<file path="config.mk">
export PLATFORM = sky130hd
export DESIGN_NAME = uart_serial_port
export DESIGN_NICKNAME = d
export VERILOG_FILES = /design/src/uart_pkg.sv /design/src/baud_tick.sv /design/src/uart_serial_port.sv
export VERILOG_INCLUDE_DIRS = /design/src
export SDC_FILE = /design/constraint.sdc
export NUM_CORES = 1
export LEC_CHECK = 0
export BUFFER_PORTS_ARGS = -buffer_cell sky130_fd_sc_hd__buf_2
export CAP_MARGIN = 30
export CORE_UTILIZATION = 65
export DETAILED_ROUTE_END_ITERATION = 8
export PLACE_DENSITY_LB_ADDON = 0.15
export SETUP_SLACK_MARGIN = 0.2
export SYNTH_ARGS = -nofsm -noshare
export SYNTH_HDL_FRONTEND = slang
export SYNTH_HIERARCHICAL = 1
export SYNTH_SLANG_ARGS = --single-unit
</file>
<file path="constraint.sdc">
create_clock -name I_MCLK -period 16.8 [get_ports I_MCLK]
set_input_delay 1.68 -clock I_MCLK [delete_from_list [all_inputs] [get_ports I_MCLK]]
set_output_delay 1.68 -clock I_MCLK [all_outputs]
set_load 0.005 [all_outputs]
</file>
<file path="src/uart_defines.svh">
// register offsets, field positions, reset values and timing counts of the serial port
`ifndef UART_DEFINES_SVH
`define UART_DEFINES_SVH
// register indices on the plain register port
`define ADDR_CONTROL     4'h0
`define ADDR_DATA        4'h1
`define ADDR_BAUD_CTRL   4'h2
`define ADDR_RELOAD      4'h3
`define ADDR_TIMER_LOW   4'h4
// control register fields
`define BIT_MODE         7
`define BIT_UNUSED       6
`define BIT_MCE          5
`define BIT_REN          4
`define BIT_TB8          3
`define BIT_RB8          2
`define BIT_TI           1
`define BIT_RI           0
`define CONTROL_RESET    8'h40
// baud control register: bit 3 runs the timer, bits 2:0 pick the source
`define BIT_TIMER_RUN    3
`define SRC_DIV1         3'h0
`define SRC_DIV4         3'h1
`define SRC_DIV12        3'h2
`define SRC_DIV48        3'h3
`define SRC_EXTOSC8      3'h4
`define SRC_EXTPIN       3'h5
// timer overflow count per bit, frame lengths in bits and prescaler top count
`define OVF_PER_BIT      5'h02
`define BITS_8BIT        4'ha
`define BITS_9BIT        4'hb
`define PRESCALE_MAX     6'h2f
`endif

</file>
<file path="src/uart_pkg.sv">
// types shared by the serial port files
package uart_pkg;
   // register bus request
   typedef struct packed {
      logic [3:0] addr;
      logic [7:0] wdata;
      logic       wr;
      logic       rd;
   } bus_req_type;
   // transmitter and receiver states
   typedef enum logic [1:0] {IDLE, SHIFT} tx_state_type;
   typedef enum logic [1:0] {R_IDLE, R_START, R_DATA} rx_state_type;
endpackage

</file>
<file path="src/baud_tick.sv">
// selectable clock source tick generator for the baud timer
`timescale 1ns/100ps
`include "uart_defines.svh"
module baud_tick (
   // clock and control
   input  wire logic       i_clk,
   input  wire logic       i_rst,
   input  wire logic       i_ce,
   // source selection and synchronised slow sources
   input  wire logic [2:0] i_sel,
   input  wire logic       i_extosc_sync,
   input  wire logic       i_extpin_sync,
   // one-cycle count enable for the timer
   output logic            o_tick
);
   // all state in one struct
   typedef struct packed {
      logic [5:0] pre;
      logic [2:0] osc_cnt;
      logic       osc_d;
      logic       pin_d;
      logic       tick;
   } st_type;
   st_type st;
   st_type next_st;
   // count prescaler, edges of the slow sources
   always_comb begin
      logic [5:0] lim;
      lim = 6'h00;
      next_st = st;
      next_st.osc_d = i_extosc_sync;
      next_st.pin_d = i_extpin_sync;
      next_st.pre = (st.pre >= `PRESCALE_MAX) ? 6'h00 : st.pre + 6'h01;
      if (i_extosc_sync && !st.osc_d) begin
         next_st.osc_cnt = st.osc_cnt + 3'h1;
      end
      // source choice, ticks of the prescaled system clock
      case (i_sel)
         `SRC_DIV1:    lim = 6'h00;
         `SRC_DIV4:    lim = 6'h03;
         `SRC_DIV12:   lim = 6'h0b;
         default:      lim = 6'h2f;
      endcase
      if (i_sel == `SRC_DIV1) begin
         next_st.tick = 1'b1;
      end else if (i_sel == `SRC_EXTOSC8) begin
         next_st.tick = i_extosc_sync && !st.osc_d && (st.osc_cnt == 3'h7);
      end else if (i_sel == `SRC_EXTPIN) begin
         next_st.tick = !i_extpin_sync && st.pin_d;
      end else begin
         next_st.tick = ((st.pre % (lim + 6'h01)) == 6'h00);
      end
   end
   // register the state
   always_ff @(posedge i_clk) begin
      if (i_rst) begin
         st <= '0;
      end else if (i_ce) begin
         st <= next_st;
      end
   end
   assign o_tick = st.tick;
endmodule

</file>
<file path="src/uart_serial_port.sv">
// asynchronous serial port with baud timer and register port
//
// The implementer's own choices: the address map and strobed register access.
`timescale 1ns/100ps
`include "uart_defines.svh"
// Functional notes
// 8-bit frame: start, 8 data lsb-first, stop
// 9-bit frame adds programmable ninth bit
// control bit 7 selects 8/9-bit framing
// data write loads and starts transmission
// data read returns receive buffer only
// tx done set at stop-bit start
// receive only when receive enable is 1
// 8-bit accept: flag clear, stop ok
// failed acceptance changes nothing
// overrun keeps first byte, drops new
// 9-bit accept: flag clear, ninth ok
// 9-bit transmit sends tx ninth bit
// interrupt raised when either done flag set
// flags cleared only by software
// receive next while buffer unread
// tx/rx clocks are overflows divided by two
// rx counter reloaded on start detection
// overflow rate = clock / (256 - reload)
// software uses auto-reload at 2x baud
// six selectable timer clock sources
// master sets ninth bit for addresses
// control bit 6 reads one, ignores writes
// rx done set at stop sampling
// lines idle high, mid-bit sampling
module uart_serial_port (
   // clock, reset, enable
   input  wire logic       I_MCLK,
   input  wire logic       I_SYS_RST,
   input  wire logic       i_CE,
   // register port
   input  wire logic [3:0] i_ADDR,
   input  wire logic [7:0] i_WDATA,
   input  wire logic       i_WR,
   input  wire logic       i_RD,
   output logic      [7:0] o_RDATA,
   // serial pins and timer sources
   input  wire logic       i_SERIAL_IN,
   input  wire logic       i_EXT_OSC,
   input  wire logic       i_EXT_TIMER_INPUT,
   input  wire logic       i_IRQ_ENABLE,
   output logic            o_SERIAL_OUT,
   output logic            o_IRQ
);
   ////////////////////////////////////////////////////////////////////////////
   // state
   typedef struct packed {
      logic [1:0]              rx_sync;  // serial input synchroniser
      logic [1:0]              osc_sync; // external oscillator synchroniser
      logic [1:0]              pin_sync; // external timer pin synchroniser
      logic [7:0]              control;  // control register
      logic [7:0]              rx_buf;   // buffered receive byte
      logic [7:0]              reload;   // reload byte
      logic [3:0]              baud;     // timer run and source select
      logic [7:0]              tl;       // transmit timer low byte
      logic [7:0]              rxt;      // hidden receive timer
      logic                    tx_half;  // overflow divide by two, transmit
      logic [4:0]              rx_ovf;   // overflows into current rx bit
      uart_pkg::tx_state_type  tx_st;
      logic [9:0]              tx_sh;    // data and ninth bit to send
      logic [3:0]              tx_bit;   // bits sent including start
      uart_pkg::rx_state_type  rx_st;
      logic [8:0]              rx_sh;    // incoming data and ninth bit
      logic [3:0]              rx_bit;
      logic                    rx_prev;  // previous synchronised line level
      logic                    out;
      logic [7:0]              rdata;
      logic                    irq;
   } st_type;
   st_type st;
   st_type next_st;
   logic   tick;
   ////////////////////////////////////////////////////////////////////////////
   // timer clock source selection
   baud_tick u_tick (
      .i_clk         (I_MCLK),
      .i_rst         (I_SYS_RST),
      .i_ce          (i_CE),
      .i_sel         (st.baud[2:0]),
      .i_extosc_sync (st.osc_sync[1]),
      .i_extpin_sync (st.pin_sync[1]),
      .o_tick        (tick)
   );
   ////////////////////////////////////////////////////////////////////////////
   // next state
   always_comb begin
      logic       run;
      logic       tx_ovf;
      logic       rx_ovf;
      logic       rx_line;
      logic       nine;
      logic [3:0] nbits;
      logic       bitclk;
      logic       sample;
      logic       accept;
      run     = 1'b0;
      tx_ovf  = 1'b0;
      rx_ovf  = 1'b0;
      rx_line = 1'b1;
      nine    = 1'b0;
      nbits   = 4'h0;
      bitclk  = 1'b0;
      sample  = 1'b0;
      accept  = 1'b0;
      next_st = st;
      // two-stage synchronisers on pins
      next_st.rx_sync  = {st.rx_sync[0], i_SERIAL_IN};
      next_st.osc_sync = {st.osc_sync[0], i_EXT_OSC};
      next_st.pin_sync = {st.pin_sync[0], i_EXT_TIMER_INPUT};
      rx_line = st.rx_sync[1];
      next_st.rx_prev = rx_line;
      nine  = st.control[`BIT_MODE];
      nbits = nine ? `BITS_9BIT : `BITS_8BIT;
      run   = st.baud[`BIT_TIMER_RUN];
      // transmit timer: overflow at 256 - reload counts
      if (run && tick) begin
         if (st.tl == 8'hff) begin
            next_st.tl = st.reload;
            tx_ovf = 1'b1;
         end else begin
            next_st.tl = st.tl + 8'h01;
         end
      end
      // hidden receive timer, same reload
      if (run && tick) begin
         if (st.rxt == 8'hff) begin
            next_st.rxt = st.reload;
            rx_ovf = 1'b1;
         end else begin
            next_st.rxt = st.rxt + 8'h01;
         end
      end
      // transmit bit clock: every second overflow
      if (tx_ovf) begin
         next_st.tx_half = ~st.tx_half;
      end
      bitclk = tx_ovf && st.tx_half;
      // transmitter
      case (st.tx_st)
         uart_pkg::IDLE: begin
            next_st.out = 1'b1;
         end
         default: begin
            if (bitclk) begin
               if (st.tx_bit == 4'h0) begin
                  next_st.out = 1'b0;
               end else if (st.tx_bit < nbits - 4'h1) begin
                  next_st.out = st.tx_sh[0]; // lsb first
                  next_st.tx_sh = {1'b1, st.tx_sh[9:1]};
               end else if (st.tx_bit == nbits - 4'h1) begin
                  next_st.out = 1'b1;
                  next_st.control[`BIT_TI] = 1'b1; // stop-bit start
               end else begin
                  next_st.tx_st = uart_pkg::IDLE;
               end
               next_st.tx_bit = st.tx_bit + 4'h1;
            end
         end
      endcase
      // receiver: half bit is one overflow, whole bit two
      case (st.rx_st)
         uart_pkg::R_IDLE: begin
            if (st.control[`BIT_REN] && st.rx_prev && !rx_line) begin
               next_st.rxt    = st.reload; // forced reload on start
               next_st.rx_ovf = 5'h00;
               next_st.rx_bit = 4'h0;
               next_st.rx_st  = uart_pkg::R_START;
            end
         end
         uart_pkg::R_START: begin
            // mid start bit check after one overflow
            if (rx_ovf) begin
               if (rx_line) begin
                  next_st.rx_st = uart_pkg::R_IDLE;
               end else begin
                  next_st.rx_st  = uart_pkg::R_DATA;
                  next_st.rx_ovf = 5'h00;
               end
            end
         end
         default: begin
            if (rx_ovf) begin
               next_st.rx_ovf = st.rx_ovf + 5'h01;
               sample = (st.rx_ovf == `OVF_PER_BIT - 5'h01);
               if (sample) begin
                  next_st.rx_ovf = 5'h00;
                  next_st.rx_bit = st.rx_bit + 4'h1;
                  next_st.rx_sh  = {rx_line, st.rx_sh[8:1]};
               end
            end
            // stop bit sampled: decide acceptance
            if (sample && st.rx_bit == nbits - 4'h2) begin
               next_st.rx_st = uart_pkg::R_IDLE;
               // new shift runs beside unread buffer
               if (nine) begin
                  // ninth bit checked, stop ignored
                  accept = !st.control[`BIT_RI] &&
                           (!st.control[`BIT_MCE] || st.rx_sh[8]);
               end else begin
                  accept = !st.control[`BIT_RI] &&
                           (!st.control[`BIT_MCE] || rx_line);
               end
               // overrun leaves first byte in buffer
               if (accept) begin
                  next_st.rx_buf = nine ? st.rx_sh[8:1] : st.rx_sh[8:1];
                  next_st.control[`BIT_RB8] = nine ? st.rx_sh[8] : rx_line;
                  next_st.control[`BIT_RI]  = 1'b1;
                  if (nine) begin
                     next_st.rx_buf = {st.rx_sh[7:0]};
                  end
               end
            end
         end
      endcase
      // register writes; hardware set of a flag beats software clear
      next_st.rdata = 8'h00;
      if (i_WR) begin
         if (i_ADDR == `ADDR_CONTROL) begin
            next_st.control = {i_WDATA[7], 1'b1, i_WDATA[5:0]};
            // a stop-bit start in this cycle sets tx done whatever is written
            next_st.control[`BIT_TI] = i_WDATA[`BIT_TI] | (bitclk &&
               st.tx_st == uart_pkg::SHIFT && st.tx_bit == nbits - 4'h1);
            next_st.control[`BIT_RI] = i_WDATA[`BIT_RI] | accept;
            if (accept) begin
               next_st.control[`BIT_RB8] = nine ? st.rx_sh[8] : rx_line;
            end
         end else if (i_ADDR == `ADDR_DATA) begin
            // load and start at once
            next_st.tx_sh  = {1'b1, st.control[`BIT_TB8], i_WDATA};
            next_st.tx_bit = 4'h0;
            next_st.tx_st  = uart_pkg::SHIFT;
         end else if (i_ADDR == `ADDR_BAUD_CTRL) begin
            next_st.baud = i_WDATA[3:0];
         end else if (i_ADDR == `ADDR_RELOAD) begin
            next_st.reload = i_WDATA;
         end else if (i_ADDR == `ADDR_TIMER_LOW) begin
            next_st.tl = i_WDATA;
         end
      end
      // register reads, data one cycle later
      if (i_RD) begin
         if (i_ADDR == `ADDR_CONTROL) begin
            next_st.rdata = st.control | 8'h40;
         end else if (i_ADDR == `ADDR_DATA) begin
            next_st.rdata = st.rx_buf; // receive side only
         end else if (i_ADDR == `ADDR_BAUD_CTRL) begin
            next_st.rdata = {4'h0, st.baud};
         end else if (i_ADDR == `ADDR_RELOAD) begin
            next_st.rdata = st.reload;
         end else if (i_ADDR == `ADDR_TIMER_LOW) begin
            next_st.rdata = st.tl;
         end else begin
            next_st.rdata = 8'h00;
         end
      end
      // interrupt request while enabled and a flag stands
      next_st.irq = i_IRQ_ENABLE &&
                    (next_st.control[`BIT_TI] || next_st.control[`BIT_RI]);
   end
   ////////////////////////////////////////////////////////////////////////////
   // state register
   always_ff @(posedge I_MCLK) begin
      if (I_SYS_RST) begin
         st         <= '0;
         st.rx_sync <= 2'h3;
         st.rx_prev <= 1'b1;
         st.out     <= 1'b1;
         st.control <= `CONTROL_RESET;
      end else if (i_CE) begin
         st <= next_st;
      end
   end
   assign o_RDATA      = st.rdata;
   assign o_SERIAL_OUT = st.out;
   assign o_IRQ        = st.irq;
   ////////////////////////////////////////////////////////////////////////////
   // checks
   a_unused_bit_one: assert property (@(posedge I_MCLK) disable iff (I_SYS_RST)
      st.control[`BIT_UNUSED]) else $error("unused control bit not one");
   a_line_idle_high: assert property (@(posedge I_MCLK) disable iff (I_SYS_RST)
      st.tx_st == uart_pkg::IDLE |-> o_SERIAL_OUT)
      else $error("serial out not idle high");
   a_data_write_start: assert property (@(posedge I_MCLK) disable iff (I_SYS_RST)
      i_CE && i_WR && i_ADDR == `ADDR_DATA |=> st.tx_st == uart_pkg::SHIFT)
      else $error("data write did not start transmit");
   a_ri_sticky: assert property (@(posedge I_MCLK) disable iff (I_SYS_RST)
      st.control[`BIT_RI] && !(i_WR && i_ADDR == `ADDR_CONTROL) |=> st.control[`BIT_RI])
      else $error("rx done cleared without write");
   a_buf_held: assert property (@(posedge I_MCLK) disable iff (I_SYS_RST)
      st.control[`BIT_RI] |=> $stable(st.rx_buf))
      else $error("buffer overwritten on overrun");
   a_rx_enable: assert property (@(posedge I_MCLK) disable iff (I_SYS_RST)
      st.rx_st == uart_pkg::R_IDLE && !st.control[`BIT_REN] |=> st.rx_st == uart_pkg::R_IDLE)
      else $error("receive started while disabled");
   a_read_data: assert property (@(posedge I_MCLK) disable iff (I_SYS_RST)
      i_CE && i_RD && i_ADDR == `ADDR_DATA |=> o_RDATA == $past(st.rx_buf))
      else $error("data read not receive buffer");
   a_irq_flags: assert property (@(posedge I_MCLK) disable iff (I_SYS_RST)
      o_IRQ |-> st.control[`BIT_TI] || st.control[`BIT_RI])
      else $error("interrupt without flag");
endmodule
</file>
==> reports/qor.tcl, run 1 <==
set qor(dpl_hpwl_um) 12600
set qor(number_of_ports_placed_on_the_die_boundary) 31
set qor(layout.area.seq_um2) 2180
set qor(max_cap_violations) 0
set qor(drt_iter0_markers) 542
set qor(synthesis.area_um2) 6860
set qor(timing.setup.critical_path_class) {flip-flop to flip-flop}
set qor(critPathRequiredTime_ps) 17070
set qor(asyncSetResetFlopFracSynth_pct) 0
set qor(setup_viol_count_final) 0
set qor(synth_fp_nets) 892
set qor(most-common-layout-cells) {sky130_fd_sc_hd__nor2_1, sky130_fd_sc_hd__dfxtp_1, sky130_fd_sc_hd__mux2i_1}
set qor(clock_skew_ps) 22.2
set qor(tritoncts) {yes}
set qor(clk-insertion-delay-late_ps) 390
set qor(slew_headroom_pct) 33.9
set qor(result_of_the_run) {completed}
set qor(setup-tns-final_ps) 0
set qor(gp_routability_congestion) 0.949
set qor(cts_resized) 0
set qor(die-area_um2) 11000
set qor(postSynthRegisterBits) 109
set qor(multi_input_area_um2) 4310
set qor(cts_sinks) 109
set qor(worstSetupEndpointType) {flip-flop}
set qor(timing.final.hold_violations) 0
set qor(max_freq_mhz) 132
set qor(grtUsageTotal_pct) 31.7
set qor(drt_drc_violations_left) 0
set qor(fill_cells) 864
set qor(mostFrequentLayoutCell) {sky130_fd_sc_hd__nor2_1}
set qor(fin_crit_ps) 7550
set qor(clock_tree.buffer_depth) 2
set qor(tritoncts.num_buffers) 9
set qor(grt_max_degree) 77
set qor(post_synth.cell_area_avg_um2) 8.19
set qor(die_width_um) 105
set qor(post_drt_via_cell_ratio) 6.42
set qor(tightestPinTransition_ps) 987
set qor(wl_per_cell_um) 17.6
set qor(yosys_most_used_dff) {sky130_fd_sc_hd__dfxtp_1}
set qor(core_um2) 10300
set qor(final-instance-count-excl-fill) 971
set qor(first_global_vias) 5785
set qor(critPathMaxFanout) 12
set qor(grt_pass1_wl_um) 28100
set qor(finalWirelength_um) 17100
set qor(synth_warnings) 6
set qor(placement_rows) 37
set qor(cts_setup_buffers) 0
set qor(antenna_found_initial) 0
set qor(cell_chosen_for_the_clock_root) {sky130_fd_sc_hd__clkbuf_8}
set qor(route.antenna.remaining_nets) 0
set qor(rsz0062_at_grt) {false}
set qor(post_synth_num_cell_types) 85
set qor(clk_transition_reported_paths_ps) 110
set qor(arrival_ps) 7820
set qor(h-tree-depth) 3
set qor(netlist_instances) 838
set qor(die_y_um) 105
set qor(detailedRoute.firstPassIterationCount) 6
set qor(area.growth.synth_to_final_pct) 4.50
set qor(grt_remaining_overflow) 0
set qor(port_buffers) 30
set qor(final_max_slew_viol_count) 0
set qor(final_nets) 884
set qor(antennaDiodeCount) 0
set qor(seq_area_frac_synth_pct) 31.8
set qor(post-route-period-util_pct) 45.0
set qor(synth_enable_flop_cells) 0
set qor(ctsHoldBuffers) 0
set qor(p_leak_uw) 0.00267
set qor(crit_path_start_kind) {flip-flop}
set qor(worst_voltage_drop_across_the_vdd_grid_v) 0.0000457
set qor(vias) 6233
set qor(hold_class) {flip-flop to flip-flop}
set qor(drive_above_1_share_pct) 9.94
set qor(powerDensity_nw_per_um2) 75.0
set qor(dp.cells) 955
set qor(start_util_pct) 66.8
-- cell type report --
class / count / area share (%)
Multi-Input combinational cell: 646 / 60.2
Sequential cell: 109 / 30.4
Tap cell: 136 / 2.37
Timing Repair Buffer: 32 / 2.34
Clock buffer: 9 / 1.73
Inverter: 32 / 1.68
Clock inverter: 7 / 1.29
-- layer usage --
| metal | part of all wire [%] | GRT usage, % | up-vias |
|---|---|---|---|
| met5 | 0 | 0 | - |
| met4 | 2.4 | 11.2 | 0 |
| met3 | 5.9 | 5.05 | 35 |
| met2 | 46 | 51.1 | 240 |
| met1 | 46 | 43.0 | 2945 |
| li1 | - | - | 3013 |
-- metrics by stage --
step | hold slack (ps) | total power [uW] | util, % | area [um2] | setup slack [ps]
floorplan | 440 | 347 | - | 6860 | 10150
global placement | 446 | 367 | 67.7 | 6950 | 9670
detailed placement | 454 | 369 | 67.7 | 6950 | 9390
CTS | 472 | 537 | 69.8 | 7170 | 9340
global route | 513 | 562 | 69.8 | 7170 | 8440
finish | 471 | 538 | 69.8 | 7170 | 9250
-- sequential cells by signal (all words and copies together) (netlist names) --
signal         count
st                83
next_st            4
o_RDATA            8
u_tick/st         11
u_tick/o_tick      1
o_SERIAL_OUT       1
o_IRQ              1
-- synthesized netlist by cell type (all sizes together), types with 5 or more instances --
library cell	number	area, um2
o22ai	15	93.8
nand4	13	81.3
buf	21	133
xor2	9	78.8
a311oi	5	43.8
nor2b	19	119
a21oi	66	334
nand2	62	235
mux2i	67	671
a211oi	18	145
and3	8	50.1
nor3	23	120
clkbuf	30	113
nand2b	9	56.3
nand3	21	118
nand3b	8	72.6
dfxtp	109	2180
inv	32	120
o211ai	8	60.1
ha	33	413
nor2	119	462
a2111oi	6	78.8
o21ai	28	144
a22oi	19	143
xnor2	9	78.8
mux2	6	71.3
-- where the power goes --
part	switching (uW)	internal, uW
Sequential	7.74	263
Clock	99.0	72.5
Combinational	56.6	38.9
-- worst max-delay path: stages (launching register included) --
cell,delay [ps]
sky130_fd_sc_hd__dfxtp_1,420
sky130_fd_sc_hd__nor3_1,480
sky130_fd_sc_hd__inv_1,230
sky130_fd_sc_hd__ha_1,360
sky130_fd_sc_hd__or4_1,520
sky130_fd_sc_hd__a22o_1,270
sky130_fd_sc_hd__nand2_1,100
sky130_fd_sc_hd__mux2_2,330
sky130_fd_sc_hd__a21oi_1,270
sky130_fd_sc_hd__ha_1,280
sky130_fd_sc_hd__inv_1,70
sky130_fd_sc_hd__a2111o_1,330
sky130_fd_sc_hd__a21oi_1,150
sky130_fd_sc_hd__mux2_2,370
sky130_fd_sc_hd__ha_1,340
sky130_fd_sc_hd__a2111oi_0,400
sky130_fd_sc_hd__inv_1,120
sky130_fd_sc_hd__o21ai_2,270
sky130_fd_sc_hd__nand3b_4,160
sky130_fd_sc_hd__a21boi_0,270
sky130_fd_sc_hd__inv_1,80
sky130_fd_sc_hd__ha_1,360
sky130_fd_sc_hd__o21a_1,190
sky130_fd_sc_hd__o311ai_0,350
sky130_fd_sc_hd__nor3_1,120
sky130_fd_sc_hd__o211a_1,130
sky130_fd_sc_hd__a2111oi_1,390
sky130_fd_sc_hd__a21oi_1,80
-- cells by family after synthesis --
kind of cell	count (synthesis)	share of synthesized area, %
muxes	73	10.8
AOI/OAI and AO/OA	210	21.0
buffers and inverters	83	5.32
DFF	109	31.8
xor gates and xnor gates	18	2.30
adders and majority gates	33	6.02
and+or+nand+nor	312	22.8
-- worst paths after layout --
check / slack [ps] / cells after the start / startpoint / to
setup / recovery: 9250 / 27 / st[66]$_SDFFE_PP0P_ / u_tick/o_tick$_SDFFE_PP0P_
hold / removal: 470 / 2 / o_RDATA[3]$_SDFFE_PP0P_ / o_RDATA[3]$_SDFFE_PP0P_
setup reg to reg: 9250 / 27 / st[66]$_SDFFE_PP0P_ / u_tick/o_tick$_SDFFE_PP0P_
hold reg to reg: 470 / 2 / o_RDATA[3]$_SDFFE_PP0P_ / o_RDATA[3]$_SDFFE_PP0P_
Note: power is estimated with default switching activity, not from simulation.
==> inputs of run 2 (changes only) <==
- CORE_UTILIZATION: 65 -> 56
- clock period: 16.8 -> 6.05 ns (I/O delays scaled with it)
==> reports/qor.tcl, run 2 (same netlist as run 1, synthesis figures left out) <==
set qor(result_of_the_run) {completed}
set qor(drt_iter0_markers) 482 ;# -11%
set qor(rsz0062_at_grt) {true}
set qor(start_util_pct) 57.4 ;# -9.4 points
set qor(hold_class) {flip-flop to flip-flop}
set qor(clk_transition_reported_paths_ps) 80 ;# -30 ps
set qor(grt_max_degree) 56 ;# -27%
set qor(critical_path.n_buffers_inverters) 4 ;# unchanged
set qor(first_global_vias) 6081 ;# +5.1%
set qor(globalRouteMet3Util_pct) 5.14 ;# +0.089 points
set qor(worst_hold_path.num_cells) 2 ;# unchanged
set qor(hold_ws_ps) 464 ;# -6.89 ps
set qor(arrival_ps) 6260 ;# -1560 ps
set qor(detailedRoute.firstPassIterationCount) 6 ;# unchanged
set qor(gp_routability_congestion) 0.904 ;# -4.8%
set qor(cell_chosen_for_the_clock_root) {sky130_fd_sc_hd__clkbuf_16}
set qor(grt_pass1_wl_um) 29800 ;# +6.2%
set qor(powerDensity_nw_per_um2) 212 ;# +180%
set qor(fin_crit_ps) 6030 ;# -1530 ps
set qor(grt_most_used_layer) {met2}
set qor(die-area_um2) 12700 ;# +16%
set qor(gr-usage-met2_pct) 48.6 ;# -2.5 points
set qor(p_leak_uw) 0.00295 ;# +10%
set qor(max_freq_mhz) 166 ;# +25%
set qor(clock_skew_ps) 6.88 ;# -15.3 ps
set qor(tritoncts) {yes}
set qor(area.growth.synth_to_final_pct) 14.9
set qor(vias) 6369 ;# +2.2%
set qor(die_y_um) 113 ;# +7.6%
set qor(timing.setup.critical_path_class) {flip-flop to flip-flop}
set qor(clk-insertion-delay-late_ps) 350 ;# -40 ps
set qor(placement_rows) 40 ;# +8.1%
set qor(max_cap_violations) 0 ;# unchanged
set qor(most-common-layout-cells) {sky130_fd_sc_hd__nor2_1, sky130_fd_sc_hd__dfxtp_1, sky130_fd_sc_hd__mux2i_1}
set qor(drt_drc_violations_left) 0 ;# unchanged
set qor(worst_voltage_drop_across_the_vdd_grid_v) 0.000171 ;# +270%
set qor(grtUsageTotal_pct) 29.2 ;# -2.5 points
set qor(regMostFlops) {st}
set qor(tightestPinTransition_ps) 1000 ;# +17.6 ps
set qor(crit_path_top_delay_cell) {sky130_fd_sc_hd__or4_4}
set qor(die_width_um) 113 ;# +7.6%
set qor(crit_path_end) {u_tick/o_tick$_SDFFE_PP0P_}
set qor(antenna_found_initial) 0 ;# unchanged
set qor(largest_register_ffs) 83 ;# unchanged
set qor(wl_per_cell_um) 18.0 ;# +1.8%
set qor(setup_viol_count_final) 0 ;# unchanged
set qor(clock_tree.buffer_depth) 2 ;# unchanged
set qor(slew_headroom_pct) 32.8 ;# -1.2 points
set qor(regToRegEndpoint) {u_tick/o_tick$_SDFFE_PP0P_}
set qor(worstSetupEndpointType) {flip-flop}
set qor(post_drt_via_cell_ratio) 6.23 ;# -2.9%
set qor(timing.final.hold_violations) 0 ;# unchanged
set qor(h-tree-depth) 3 ;# unchanged
set qor(antennaDiodeCount) 0 ;# unchanged
set qor(crit_path_start_kind) {flip-flop}
set qor(post-route-period-util_pct) 99.6 ;# +55 points
set qor(timing.critical_path.max_delay_family) {compound AO/OA/AOI/OAI gates}
set qor(tritoncts.num_buffers) 9 ;# unchanged
set qor(critPathMaxFanout) 5 ;# -7
set qor(number_of_ports_placed_on_the_die_boundary) 31 ;# unchanged
set qor(use_met1_pct) 38.5 ;# -4.5 points
set qor(critPathMostFrequentCell) {sky130_fd_sc_hd__ha_4}
set qor(critical_path.reg2reg.startpoint) {st[64]$_SDFFE_PP0P_}
set qor(mostFrequentLayoutCell) {sky130_fd_sc_hd__nor2_1}
set qor(critPathRequiredTime_ps) 6280 ;# -10,790 ps
set qor(cts_sinks) 109 ;# unchanged
set qor(cpPeakStageDelay_ps) 420 ;# -100 ps
set qor(critPathLaunch) {st[64]$_SDFFE_PP0P_}
set qor(route.antenna.remaining_nets) 0 ;# unchanged
set qor(final_nets) 924 ;# +4.5%
set qor(dpl_hpwl_um) 12800 ;# +1.6%
set qor(setup-tns-final_ps) 0 ;# unchanged
set qor(core_um2) 12000 ;# +16%
set qor(drive_above_1_share_pct) 19.0 ;# +9.0 points
set qor(port_buffers) 30 ;# unchanged
set qor(final_max_slew_viol_count) 0 ;# unchanged
set qor(rrSetupSlack_ps) 20 ;# -9220 ps
set qor(worst-path-stages) 27 ;# unchanged
set qor(reg2regPathDepth) 27 ;# unchanged
set qor(finalWirelength_um) 18300 ;# +7.1%
set qor(grt_remaining_overflow) 0 ;# unchanged
==> run 2: repair_timing <==
item,CTS,global route
pin swaps,28,20
buffers inserted,20,7
endpoints found under the setup margin,1,1
resized for setup,21,14
hold buffers,0,0
==> run 2: worst register-to-register path: stages (launching register included) <==
cell,delay (ps)
sky130_fd_sc_hd__dfxtp_2,340
sky130_fd_sc_hd__nor3_4,190
sky130_fd_sc_hd__inv_2,100
sky130_fd_sc_hd__ha_4,220
sky130_fd_sc_hd__or4_4,420
sky130_fd_sc_hd__a22o_4,250
sky130_fd_sc_hd__nand2_2,80
sky130_fd_sc_hd__mux2_4,310
sky130_fd_sc_hd__a21oi_4,170
sky130_fd_sc_hd__ha_4,150
sky130_fd_sc_hd__inv_1,40
sky130_fd_sc_hd__a2111o_1,320
sky130_fd_sc_hd__a21oi_2,170
sky130_fd_sc_hd__mux2_4,350
sky130_fd_sc_hd__ha_4,300
sky130_fd_sc_hd__nand4_1,120
sky130_fd_sc_hd__or3_4,360
sky130_fd_sc_hd__or2_4,270
sky130_fd_sc_hd__nand3b_4,110
sky130_fd_sc_hd__mux2_4,330
sky130_fd_sc_hd__ha_4,280
sky130_fd_sc_hd__buf_4,110
sky130_fd_sc_hd__inv_1,70
sky130_fd_sc_hd__o311ai_2,270
sky130_fd_sc_hd__nor3_2,90
sky130_fd_sc_hd__o211a_1,140
sky130_fd_sc_hd__a2111oi_2,300
sky130_fd_sc_hd__a21oi_1,70
==> run 2: cell type report <==
cell class                      instances  area [um2]
Multi-Input combinational cell        646        4620
Fill cell                            1017        4080
Sequential cell                       109        2180
Timing Repair Buffer                   72         480
Clock buffer                            9         225
Tap cell                              147         184
Inverter                               32         120
Clock inverter                          7        66.3
==> run 2: worst min-delay path by stage <==
stage	start	end	slack, ps
4_1_cts	i_SERIAL_IN	next_st[97]$_SDFFE_PP1P_	470
2_1_floorplan	u_tick/st[4]$_SDFFE_PP0P_	u_tick/st[4]$_SDFFE_PP0P_	440
3_3_place_gp	u_tick/st[5]$_SDFFE_PP0P_	u_tick/st[5]$_SDFFE_PP0P_	450
5_1_grt	i_SERIAL_IN	next_st[97]$_SDFFE_PP1P_	470
6_report	u_tick/st[4]$_SDFFE_PP0P_	u_tick/st[4]$_SDFFE_PP0P_	460
3_5_place_dp	o_RDATA[2]$_SDFFE_PP0P_	o_RDATA[2]$_SDFFE_PP0P_	460
==> run 2: layer usage <==
metal | part of all wire, % | wire, um
met5 | 0 | 0
met4 | 1.7 | 308
met3 | 4.8 | 877
met2 | 48 | 8820
met1 | 45 | 8340
==> run 2: where the power goes <==
part / total, uW / internal [uW] / switching [uW]
Clock: 581 / 289 / 292
Sequential: 751 / 730 / 21.2
Combinational: 341 / 155 / 186
==> run 2: through the flow <==
stage / instance area (um2) / total power, uW / std cells / worst slack (ps) / util (%)
after CTS: 7730 / 1660 / 1014 / 112 / 64.6
final: 7890 / 1670 / 1022 / 22.2 / 65.9
after detailed placement: 7170 / 1060 / 978 / -177 / 59.9
after floorplan: 6980 / 988 / 838 / 16.4 / -
after global routing: 7890 / 1750 / 1022 / -295 / 65.9
after global placement: 7170 / 1060 / 978 / 63.4 / 59.9
==> inputs of run 3 (changes only) <==
- CORE_UTILIZATION: 56 -> 60
- clock period: 6.05 -> 6.6 ns (I/O delays scaled with it)
==> reports/qor.tcl, run 3 (same netlist as run 1, synthesis figures left out) <==
set qor(dpl_hpwl_um) 12500 ;# -2.0%
set qor(timing.setup.critical_path_class) {flip-flop to flip-flop}
set qor(largest_register_ffs) 83 ;# unchanged
set qor(grt_pass1_wl_um) 28400 ;# -5.0%
set qor(met3_wirelength_um) 1160 ;# +32%
set qor(die-area_um2) 11900 ;# -6.5%
set qor(h-tree-depth) 3 ;# unchanged
set qor(clk-insertion-delay-late_ps) 360 ;# about the same
set qor(grt_remaining_overflow) 0 ;# unchanged
set qor(hold_class) {flip-flop to flip-flop}
set qor(timing.final.ws_setup_ps) 168 ;# +146 ps
set qor(antennaDiodeCount) 0 ;# unchanged
set qor(critPathLaunch) {st[66]$_SDFFE_PP0P_}
set qor(tightestPinTransition_ps) 1010 ;# +7.64 ps
set qor(clock_tree.buffer_depth) 2 ;# unchanged
set qor(worstSetupEndpointType) {flip-flop}
set qor(critical_path.n_buffers_inverters) 2 ;# -2
set qor(gp_routability_congestion) 0.967 ;# +7.0%
set qor(fill_cells) 911 ;# -10%
set qor(detailedRoute.firstPassIterationCount) 5 ;# -1
set qor(regMostFlops) {st}
set qor(vias) 6323 ;# -0.72%
set qor(grtUsageTotal_pct) 30.7 ;# +1.5 points
set qor(tritoncts.num_buffers) 9 ;# unchanged
set qor(finalWirelength_um) 18000 ;# -1.7%
set qor(place_ws_ps) 77.9 ;# +255 ps
set qor(drt_drc_violations_left) 0 ;# unchanged
set qor(dp.cells) 964 ;# -1.4%
set qor(timing.final.hold_violations) 0 ;# unchanged
set qor(max_freq_mhz) 155 ;# -6.3%
set qor(critPathRequiredTime_ps) 6880 ;# +600 ps
set qor(final_max_slew_viol_count) 0 ;# unchanged
set qor(arrival_ps) 6720 ;# +460 ps
set qor(ctsHoldBuffers) 0 ;# unchanged
set qor(antenna_found_initial) 0 ;# unchanged
set qor(layout.area.seq_um2) 2180 ;# unchanged
set qor(wl_per_cell_um) 18.2 ;# +1.5%
set qor(crit_path_top_delay_cell) {sky130_fd_sc_hd__or4_4}
set qor(final_nets) 899 ;# -2.7%
set qor(core_um2) 11000 ;# -8.2%
set qor(start_util_pct) 62.5 ;# +5.1 points
set qor(setup_viol_count_final) 0 ;# unchanged
set qor(p_leak_uw) 0.00282 ;# -4.4%
set qor(first_global_vias) 5797 ;# -4.7%
set qor(critical_path.reg2reg.startpoint) {st[66]$_SDFFE_PP0P_}
set qor(drive_above_1_share_pct) 15.8 ;# -3.2 points
set qor(port_buffers) 30 ;# unchanged
set qor(top_layer_used) {met4}
set qor(slew_headroom_pct) 32.3 ;# -0.51 points
set qor(area.growth.synth_to_final_pct) 11.1
set qor(cell_chosen_for_the_clock_root) {sky130_fd_sc_hd__clkbuf_16}
set qor(mostFrequentLayoutCell) {sky130_fd_sc_hd__nor2_1}
set qor(cpPeakStageDelay_ps) 530 ;# +110 ps
set qor(hold_ws_ps) 469 ;# +4.70 ps
set qor(multi_input_area_um2) 4580 ;# -1.0%
set qor(hold_path.startpoint) {u_tick/st[5]$_SDFFE_PP0P_}
set qor(number_of_ports_placed_on_the_die_boundary) 31 ;# unchanged
set qor(critPathMostFrequentCell) {sky130_fd_sc_hd__ha_4}
set qor(post_drt_via_cell_ratio) 6.39 ;# +2.5%
set qor(fin_crit_ps) 6430 ;# +404 ps
set qor(die_width_um) 109 ;# -3.3%
set qor(powerDensity_nw_per_um2) 199 ;# -6.2%
set qor(grt_max_degree) 66 ;# +18%
set qor(setup-tns-final_ps) 0 ;# unchanged
set qor(critPathMaxFanout) 5 ;# unchanged
set qor(route.antenna.remaining_nets) 0 ;# unchanged
set qor(crit_path_start_kind) {flip-flop}
set qor(report.power.total_uw) 1520 ;# -9.3%
set qor(max_cap_violations) 0 ;# unchanged
set qor(clk_transition_reported_paths_ps) 80 ;# about the same
set qor(post-route-period-util_pct) 97.5 ;# -2.2 points
set qor(worst_voltage_drop_across_the_vdd_grid_v) 0.000191 ;# +12%
set qor(result_of_the_run) {completed}
set qor(most-common-layout-cells) {sky130_fd_sc_hd__nor2_1, sky130_fd_sc_hd__dfxtp_1, sky130_fd_sc_hd__mux2i_1}
set qor(timing.critical_path.max_delay_family) {simple AND/OR/NAND/NOR gates}
set qor(placement_rows) 38 ;# -5.0%
set qor(final-instance-count-excl-fill) 990 ;# -3.1%
set qor(drt_iter0_markers) 390 ;# -19%
set qor(met1Wirelength_um) 8020 ;# -3.9%
set qor(amount_of_wire_on_met2_after_detailed_routing_um) 8350 ;# -5.4%
set qor(clock_skew_ps) 8.34 ;# +1.46 ps
set qor(tritoncts) {yes}
set qor(die_y_um) 109 ;# -3.3%
set qor(cts_sinks) 109 ;# unchanged
[run 3: metal layers]
metal	global-route usage [%]	vias up
met2	48.5	237
li1	-	3055
met3	6.52	40
met1	40.5	2991
met4	12.4	0
met5	0	-
[run 3: repair_timing]
action / in CTS / in global routing
pin swaps: 4 / 19
endpoints found under the setup margin: 1 / 1
buffers inserted: 1 / 9
hold endpoints to repair: 0 / 0
resized for setup: 8 / 32
[run 3: power by group]
group / switching [uW] / internal [uW] / leakage, uW
clock network: 263 / 264 / 0.000139
registers: 19.4 / 669 / 0.000883
logic: 173 / 129 / 0.00179
total: 456 / 1060 / 0.00282
[run 3: final timing paths]
kind | endpoint | slack, ps | cells past startpoint
min reg2reg | u_tick/st[5]$_SDFFE_PP0P_ | 470 | 2
min | u_tick/st[5]$_SDFFE_PP0P_ | 470 | 2
max reg2reg | u_tick/o_tick$_SDFFE_PP0P_ | 170 | 28
max | u_tick/o_tick$_SDFFE_PP0P_ | 170 | 28
[run 3: worst min-delay path: stages, from the launching register on]
cell	delay, ps
sky130_fd_sc_hd__dfxtp_1	320
sky130_fd_sc_hd__nand2_1	50
sky130_fd_sc_hd__a21oi_1	60
[run 3: area by class of cell]
class / instances / area share, %
Multi-Input combinational cell: 646 / 60.0
Sequential cell: 109 / 28.7
Timing Repair Buffer: 47 / 3.68
Clock buffer: 9 / 2.95
Tap cell: 140 / 2.30
Inverter: 32 / 1.58
Clock inverter: 7 / 0.820
[run 3: through the flow]
step	cell area [um2]	utilization [%]
floorplan	6890	-
global placement	7030	64.0
detailed placement	7030	64.0
CTS	7370	67.1
global route	7620	69.4
finish	7620	69.4
